<file path="src/core/cgr_consts.vh">
// constants for the codec global clock, reset and loopback registers
// Functional notes
// - clock/enable register: read 23H, write A3H
// - per-channel commands reach only enabled channels in port mode; all channels in interface mode
// - enable bit n is channel n+1, default off
// - nine clock select codes, 2.048 MHz default
// - port mode only; interface mode detects data clock
// - reset register: write A4H, read 24H
// - bit 7 write makes a hardware reset
// - bit 5 resets selected channels' local registers
// - select bits 3..0 pick channels 4..1
// - reset register reads a fixed version code
// - loopback register: read 25H, write A5H
// - analog 64k loop bit, default normal
// - tx-to-rx loops only in port mode
// - other loop bits default off, 1 enables
`ifndef CGR_CONSTS_VH
`define CGR_CONSTS_VH

// command byte layout
`define CGR_CMD_WRITE_BIT 7
`define CGR_CMD_ADDR_MSB 6
`define CGR_ADDR_CLK_EN 7'h23
`define CGR_ADDR_RESET 7'h24
`define CGR_ADDR_LOOP 7'h25

// clock and channel enable register fields
`define CGR_CHEN_MSB 7
`define CGR_CHEN_LSB 4
`define CGR_MCLK_MSB 3
`define CGR_MCLK_LSB 0
`define CGR_CHEN_RESET 4'h0
`define CGR_MCLK_RESET 4'h2

// master clock select codes
`define CGR_MCLK_8192 4'h0
`define CGR_MCLK_4096 4'h1
`define CGR_MCLK_2048 4'h2
`define CGR_MCLK_1536 4'h6
`define CGR_MCLK_1544 4'he
`define CGR_MCLK_3072 4'h5
`define CGR_MCLK_3088 4'hd
`define CGR_MCLK_6144 4'h4
`define CGR_MCLK_6176 4'hc

// reset register fields
`define CGR_HARD_RESET_REQUEST_BIT 7
`define CGR_SOFT_RESET_REQUEST_BIT 5
`define CGR_RCH_MSB 3
`define CGR_RCH_LSB 0

// loopback register fields
`define CGR_ANALOG_LOOP_64K_BIT 6
`define CGR_ANALOG_LOOP_8K_BIT 5
`define CGR_ANALOG_LOOP_TX_TO_RX_BIT 4
`define CGR_DIGITAL_LOOP_64K_BIT 2
`define CGR_DIGITAL_LOOP_8K_BIT 1
`define CGR_DIGITAL_LOOP_TX_TO_RX_BIT 0
`define CGR_LOOP_MASK 8'h77
`define CGR_LOOP_RESET 8'h00

// data clock detection
`define CGR_CLK_PERIOD_NS 20
`define CGR_DET_WINDOW_NS 125000
`define CGR_DET_WINDOW_CYC (`CGR_DET_WINDOW_NS / `CGR_CLK_PERIOD_NS)
// edges per window: 256 at 2.048 MHz, 512 at 4.096 MHz
`define CGR_DET_THRESHOLD 10'h180

`endif

</file>
<file path="src/core/cgr_global_regs.v">
// global clock select, reset and loopback registers of the quad codec
`include "cgr_consts.vh"

module cgr_global_regs #(
  parameter DET_WINDOW_CYC = `CGR_DET_WINDOW_CYC,
  // arbitrary neutral version value
  parameter [7:0] VERSION_CODE = 8'h31
) (
  input wire core_clk,
  input wire srst,
  input wire cmd_valid,
  input wire [7:0] cmd_byte,
  output reg rd_valid,
  output reg [7:0] rd_data,
  input wire interface_mode_pin,
  input wire interface_data_clock,
  input wire local_cmd_valid,
  output wire [3:0] local_cmd_strobe,
  output reg [3:0] mclk_freq_code,
  output reg hard_reset_request,
  output reg [3:0] soft_reset_request,
  output reg analog_loop_64k,
  output reg analog_loop_8k,
  output reg analog_loop_tx_to_rx,
  output reg digital_loop_64k,
  output reg digital_loop_8k,
  output reg digital_loop_tx_to_rx
);

  localparam ST_IDLE = 1'b0;
  localparam ST_DATA = 1'b1;
  localparam [1:0] SEL_NONE = 2'h0;
  localparam [1:0] SEL_CLK = 2'h1;
  localparam [1:0] SEL_RST = 2'h2;
  localparam [1:0] SEL_LOOP = 2'h3;
  // window length cut to the counter width on purpose
  localparam integer WIN_LAST_INT = DET_WINDOW_CYC - 1;
  localparam [16:0] WIN_LAST = WIN_LAST_INT[16:0];

  function [1:0] reg_select;
    input [6:0] addr;
    begin
      case (addr)
        `CGR_ADDR_CLK_EN: reg_select = SEL_CLK;
        `CGR_ADDR_RESET: reg_select = SEL_RST;
        `CGR_ADDR_LOOP: reg_select = SEL_LOOP;
        default: reg_select = SEL_NONE;
      endcase
    end
  endfunction

  ////////////////////////////////////////////////////////////////////////
  // pin synchronisers

  reg [2:0] mode_sync_reg;
  reg [2:0] dcl_sync_reg;
  reg interface_mode_reg;
  wire port_mode;
  wire dcl_rise;

  always @(posedge core_clk) begin
    mode_sync_reg <= {mode_sync_reg[1:0], interface_mode_pin};
    dcl_sync_reg <= {dcl_sync_reg[1:0], interface_data_clock};
  end

  always @(posedge core_clk) begin
    if (srst) begin
      interface_mode_reg <= 1'b0;
    end else if (mode_sync_reg[2] == mode_sync_reg[1]) begin
      interface_mode_reg <= mode_sync_reg[2];
    end
  end

  assign port_mode = ~interface_mode_reg;
  assign dcl_rise = dcl_sync_reg[1] & ~dcl_sync_reg[2];

  ////////////////////////////////////////////////////////////////////////
  // data clock rate detection for interface mode

  reg [16:0] win_cnt_reg;
  reg [9:0] edge_cnt_reg;
  reg dcl_fast_reg;

  always @(posedge core_clk) begin
    if (srst) begin
      win_cnt_reg <= 17'h00000;
      edge_cnt_reg <= 10'h000;
      dcl_fast_reg <= 1'b0;
    end else if (win_cnt_reg == WIN_LAST) begin
      win_cnt_reg <= 17'h00000;
      edge_cnt_reg <= 10'h000;
      dcl_fast_reg <= (edge_cnt_reg >= `CGR_DET_THRESHOLD);
    end else begin
      win_cnt_reg <= win_cnt_reg + 17'h00001;
      if (dcl_rise && edge_cnt_reg != 10'h3ff) begin
        edge_cnt_reg <= edge_cnt_reg + 10'h001;
      end
    end
  end

  ////////////////////////////////////////////////////////////////////////
  // command byte decoder and register file

  reg state_reg;
  reg [1:0] target_reg;
  reg [3:0] chan_enable_reg;
  reg [3:0] mclk_sel_reg;
  reg [7:0] loop_reg;
  wire int_reset;
  wire cmd_write;
  wire [1:0] cmd_sel;

  // internal hardware reset acts like the reset pin, except the mode filter and rate detector clear on srst only
  assign int_reset = srst | hard_reset_request;
  assign cmd_write = cmd_byte[`CGR_CMD_WRITE_BIT];
  assign cmd_sel = reg_select(cmd_byte[`CGR_CMD_ADDR_MSB:0]);

  always @(posedge core_clk) begin
    if (int_reset) begin
      state_reg <= ST_IDLE;
      target_reg <= SEL_NONE;
      chan_enable_reg <= `CGR_CHEN_RESET;
      mclk_sel_reg <= `CGR_MCLK_RESET;
      loop_reg <= `CGR_LOOP_RESET;
      rd_valid <= 1'b0;
      rd_data <= 8'h00;
      hard_reset_request <= 1'b0;
      soft_reset_request <= 4'h0;
    end else begin
      rd_valid <= 1'b0;
      hard_reset_request <= 1'b0;
      soft_reset_request <= 4'h0;
      case (state_reg)
        ST_IDLE: begin
          if (cmd_valid && cmd_sel != SEL_NONE) begin
            if (cmd_write) begin
              state_reg <= ST_DATA;
              target_reg <= cmd_sel;
            end else begin
              rd_valid <= 1'b1;
              case (cmd_sel)
                SEL_CLK: rd_data <= {chan_enable_reg, mclk_sel_reg};
                SEL_RST: rd_data <= VERSION_CODE;
                default: rd_data <= loop_reg;
              endcase
            end
          end
        end
        ST_DATA: begin
          if (cmd_valid) begin
            state_reg <= ST_IDLE;
            case (target_reg)
              SEL_CLK: begin
                chan_enable_reg <= cmd_byte[`CGR_CHEN_MSB:`CGR_CHEN_LSB];
                mclk_sel_reg <= cmd_byte[`CGR_MCLK_MSB:`CGR_MCLK_LSB];
              end
              SEL_RST: begin
                hard_reset_request <= cmd_byte[`CGR_HARD_RESET_REQUEST_BIT];
                if (cmd_byte[`CGR_SOFT_RESET_REQUEST_BIT]) begin
                  soft_reset_request <= cmd_byte[`CGR_RCH_MSB:`CGR_RCH_LSB];
                end
              end
              SEL_LOOP: loop_reg <= cmd_byte & `CGR_LOOP_MASK;
              default: state_reg <= ST_IDLE;
            endcase
          end
        end
        default: state_reg <= ST_IDLE;
      endcase
    end
  end

  ////////////////////////////////////////////////////////////////////////
  // effective controls

  // enables gate channel commands only in port mode
  assign local_cmd_strobe = {4{local_cmd_valid}} & (port_mode ? chan_enable_reg : 4'hf);

  always @(posedge core_clk) begin
    if (int_reset) begin
      mclk_freq_code <= `CGR_MCLK_RESET;
      analog_loop_64k <= 1'b0;
      analog_loop_8k <= 1'b0;
      analog_loop_tx_to_rx <= 1'b0;
      digital_loop_64k <= 1'b0;
      digital_loop_8k <= 1'b0;
      digital_loop_tx_to_rx <= 1'b0;
    end else begin
      if (port_mode) begin
        mclk_freq_code <= mclk_sel_reg;
      end else begin
        mclk_freq_code <= dcl_fast_reg ? `CGR_MCLK_4096 : `CGR_MCLK_2048;
      end
      analog_loop_64k <= loop_reg[`CGR_ANALOG_LOOP_64K_BIT];
      analog_loop_8k <= loop_reg[`CGR_ANALOG_LOOP_8K_BIT];
      analog_loop_tx_to_rx <= loop_reg[`CGR_ANALOG_LOOP_TX_TO_RX_BIT] & port_mode;
      digital_loop_64k <= loop_reg[`CGR_DIGITAL_LOOP_64K_BIT];
      digital_loop_8k <= loop_reg[`CGR_DIGITAL_LOOP_8K_BIT];
      digital_loop_tx_to_rx <= loop_reg[`CGR_DIGITAL_LOOP_TX_TO_RX_BIT] & port_mode;
    end
  end

endmodule

</file>
<file path="config.mk">
export PLATFORM = sky130hd
export DESIGN_NAME = cgr_global_regs
export DESIGN_NICKNAME = d
export VERILOG_FILES = /design/src/core/cgr_global_regs.v
export VERILOG_INCLUDE_DIRS = /design/src /design/src/core
export SDC_FILE = /design/constraint.sdc
export NUM_CORES = 1
export LEC_CHECK = 0
export BUFFER_PORTS_ARGS = -buffer_cell sky130_fd_sc_hd__buf_4
export CORE_MARGIN = 2
export CORE_UTILIZATION = 60
export DETAILED_ROUTE_END_ITERATION = 12
export PLACE_DENSITY = 0.94
export SYNTH_ARGS = -nofsm -noshare
export SYNTH_HDL_FRONTEND = slang
export SYNTH_SLANG_ARGS = --single-unit
</file>
<file path="constraint.sdc">
create_clock -name core_clk -period 3.74 [get_ports core_clk]
set_input_delay 0.187 -clock core_clk [delete_from_list [all_inputs] [get_ports core_clk]]
set_output_delay 0.187 -clock core_clk [all_outputs]
set_load 0.05 [all_outputs]
</file>
==> flow_summary.json <==
{
  "run_status": "complete, no violations",
  "grt_overflow": 0,
  "timing.slew.headroom_pct": 33.8,
  "required_ns": 3.94,
  "cts-root-buf": "clkbuf_8",
  "regArea_sq_um": 1520,
  "synth_seq_cells": 76,
  "routed-wl-met2_mm": 3.39,
  "crit_path_top_delay_cell": "nand2b_1",
  "grt_max_degree": 28,
  "area_growth_pct": 19.9,
  "seq_area_frac_synth_pct": 50.3,
  "wire_per_inst_um": 15.4,
  "synth-compound-area-share_pct": 9.44,
  "syn_area_sq_um": 3020,
  "place_congestion": 0.820,
  "ff2ff_setup_slack_ns": 1.62,
  "drt_wl_total_mm": 7.02,
  "multiInputGateArea_sq_um": 1420,
  "grt_pass1_vias": 2462,
  "diodes": 0,
  "top_layer": "met4",
  "drc_errors": 0,
  "nFillCells": 327,
  "largest_reg_flops": 17,
  "synth_area_leaders": "dfxtp_1 50%, nor2_1 5.2%, nand2_1 5.0%, a21oi_1 4.0%, mux2i_1 3.0%",
  "cellLeakagePower_nw": 1.38,
  "port_buffers": 41,
  "comb_power_share_pct": 4.1,
  "hold_end": "dcl_fast_reg",
  "cp_cell_sequence": "ha_1 -> nor4b_1 -> nand4_1 -> nand2b_1 -> nor3_1",
  "drt-initial-drc-count": 248,
  "finalSetupViolCount": 0,
  "cts_sinks": 76,
  "min_delay_path_depth": 2,
  "final_core_util_pct": 75.7,
  "clock_power_share_pct": 45.0,
  "sequentialPowerShare_pct": 50.9,
  "ant_nets": 0,
  "wl_met3_um": 462,
  "syn_inst": 341,
  "coreArea_sq_um": 4790,
  "start_util_pct": 63.2,
  "post-route-period-util_pct": 56.8,
  "io_pins": 42,
  "rsz0062_at_grt": "no",
  "synthFlopType": "dfxtp_1",
  "synth-simple-area-share_pct": 27.2,
  "rows": 25,
  "viasPerCell": 5.82,
  "nets": 405,
  "die_y_um": 75.0,
  "avgSynthCellArea_sq_um": 8.86,
  "numCtsBuffers": 9,
  "yosys-top-cells-count": "76 x dfxtp_1, 42 x nor2_1, 40 x nand2_1",
  "setup_tns_ns": 0,
  "clock_latency_ns": 0.35,
  "total_power_mw": 1.62,
  "htreeDepth": 3,
  "min_from": "srst",
  "cts_tree": "built",
  "synthAdderAreaFrac_pct": 2.90,
  "post_cts_buffers": 0,
  "cts_buffer_depth": 2,
  "p_int_mw": 1.28,
  "finClkSkew_ns": 0.0101,
  "cap_violations": 0,
  "crit_arrival_ns": 2.32,
  "path_class": "reg2reg",
  "antenna_found_initial": 0,
  "peakVddDrop_mv": 0.523,
  "synth_fp_nets": 362,
  "synth_cell_type_count": 37,
  "r2r_cells": 5,
  "switchingPower_mw": 0.339,
  "crit_path_max_incr_delay_ns": 0.77,
  "synth_edf_count": 0,
  "synth_xor_area_share_pct": 4.35,
  "yosys-mux-area-fraction_pct": 2.98,
  "layout-drive-gt1-share_pct": 15.5,
  "r2r-end": "edge_cnt_reg[7]",
  "hold_viol": 0,
  "tightest_slew_ns": 0.994,
  "crit_path_end_kind": "register",
  "synthArstFlopShare_pct": 0,
  "die-area_sq_um": 5620,
  "dp_slack_ns": 1.39,
  "layout_setup_ws_ns": 1.62,
  "switching_share_pct": 20.9,
  "hold_class": "in2reg",
  "grt_pass1_wl_mm": 11.2,
  "critical_path.max_fanout": 27,
  "grt_use_total_pct": 26.7,
  "fin_crit_ns": 2.12,
  "yosysMostFrequentCell": "dfxtp_1",
  "clkTransAtPathRegs_ns": 0.08,
  "dp_hpwl_mm": 4.68,
  "finalMaxSlewViolations": 0,
  "fp.dieW_um": 75.0,
  "fmax_mhz": 471,
  "reg2reg_from": "win_cnt_reg[0]",
  "wl_met1_mm": 3.02,
  "synth_top_family_by_area": "simple AND/OR/NAND/NOR gates",
  "synth_top_area_share_pct": 50.3,
  "power_density_nw_per_um2": 448,
  "synth_warnings": 0,
  "first_pass_iters": 7,
  "num_vias": 2649,
  "cp-start-kind": "register",
  "synth.largest_area_cell": "dfxtp_1"
}
## critical path: cells and delay by family, from the launching register on
family	cells	cell delay, ns
adder cells (fa/ha/maj)	1	0.20
flip-flops	1	0.43
AND/OR/NAND/NOR	4	1.35
## power groups by stage
stage	Combinational (mW)	Sequential, mW	Clock, mW
finish	0.0658	0.827	0.730
floorplan	0.0373	0.843	0
detailed placement	0.0625	0.845	0
CTS	0.0650	0.826	0.734
global placement	0.0601	0.845	0
global route	0.0710	0.828	0.775
## worst max path at each step
stage	from	end	slack, ns	cells after the start
6_report	win_cnt_reg[0]	edge_cnt_reg[7]	1.62	5
3_3_place_gp	cmd_byte[6]	rd_data[2]	1.51	8
4_1_cts	win_cnt_reg[0]	edge_cnt_reg[7]	1.58	5
3_5_place_dp	cmd_byte[6]	target_reg[1]	1.39	8
5_1_grt	win_cnt_reg[0]	edge_cnt_reg[7]	1.39	5
2_1_floorplan	cmd_byte[6]	rd_data[1]	1.79	8
## cells by family (layout without fill, tap and decap cells)
| group | after synthesis | in the layout |
|---|---|---|
| compound gates | 49 | 49 |
| xor+xnor | 15 | 15 |
| mux | 9 | 9 |
| buf+inv | 23 | 70 |
| flops | 76 | 76 |
| simple gates | 162 | 162 |
| fa+ha+maj | 7 | 7 |
## final cells by class
| class | count | share of cell area [%] |
|---|---|---|
| timing repair buffer | 43 | 9.05 |
| tap | 67 | 2.31 |
| clock inverter | 4 | 2.73 |
| multi-input combinational | 242 | 39.1 |
| clock buffer | 11 | 3.63 |
| inverter | 12 | 1.24 |
| sequential | 76 | 42.0 |
## stage by stage
stage / hold slack [ns] / std cells / cell area (sq um)
2_1_floorplan: 0.215 / 341 / 3020
3_3_place_gp: 0.291 / 438 / 3370
3_5_place_dp: 0.293 / 438 / 3370
4_1_cts: 0.0271 / 455 / 3620
5_1_grt: 0.0211 / 455 / 3620
6_report: 0.0401 / 455 / 3620
## placed cells by master, fill, tap and decap left out, types with 2 or more instances in the layout
cell type | synthesis | final
dfxtp_1 | 76 | 76
nor2_1 | 42 | 42
buf_4 | 0 | 41
nand2_1 | 40 | 40
a21oi_1 | 24 | 24
nor3_1 | 13 | 13
inv_1 | 12 | 12
nand3_1 | 11 | 11
nand4_1 | 9 | 9
mux2i_1 | 9 | 9
o21ai_0 | 9 | 9
and2_1 | 9 | 9
clkbuf_8 | 0 | 9
xor2_1 | 8 | 8
xnor2_1 | 7 | 7
a211oi_1 | 7 | 7
ha_1 | 7 | 7
and3_1 | 6 | 6
or3_1 | 6 | 6
o21a_1 | 4 | 4
nor4_1 | 4 | 4
nor4b_1 | 3 | 3
o31ai_1 | 3 | 3
or2_2 | 3 | 3
nor2b_1 | 3 | 3
bufinv_16 | 0 | 3
or4_1 | 2 | 2
nand2b_1 | 2 | 2
nand4b_1 | 2 | 2
clkbuf_1 | 10 | 2
dlygate4sd3_1 | 0 | 2
## metal layers
layer  vias up  global-route usage (%)
li1       1268                       -
met1      1246                    33.8
met2       115                    42.5
met3        20                    9.37
met4         0                    9.52
met5         -                       0
## repair_timing
action / CTS / global route
endpoints found under the hold margin: 2 / 0
hold buffers: 2 / 0
gates resized for setup: 0 / 0
No activity file was read; power rests on OpenSTA's default activity.
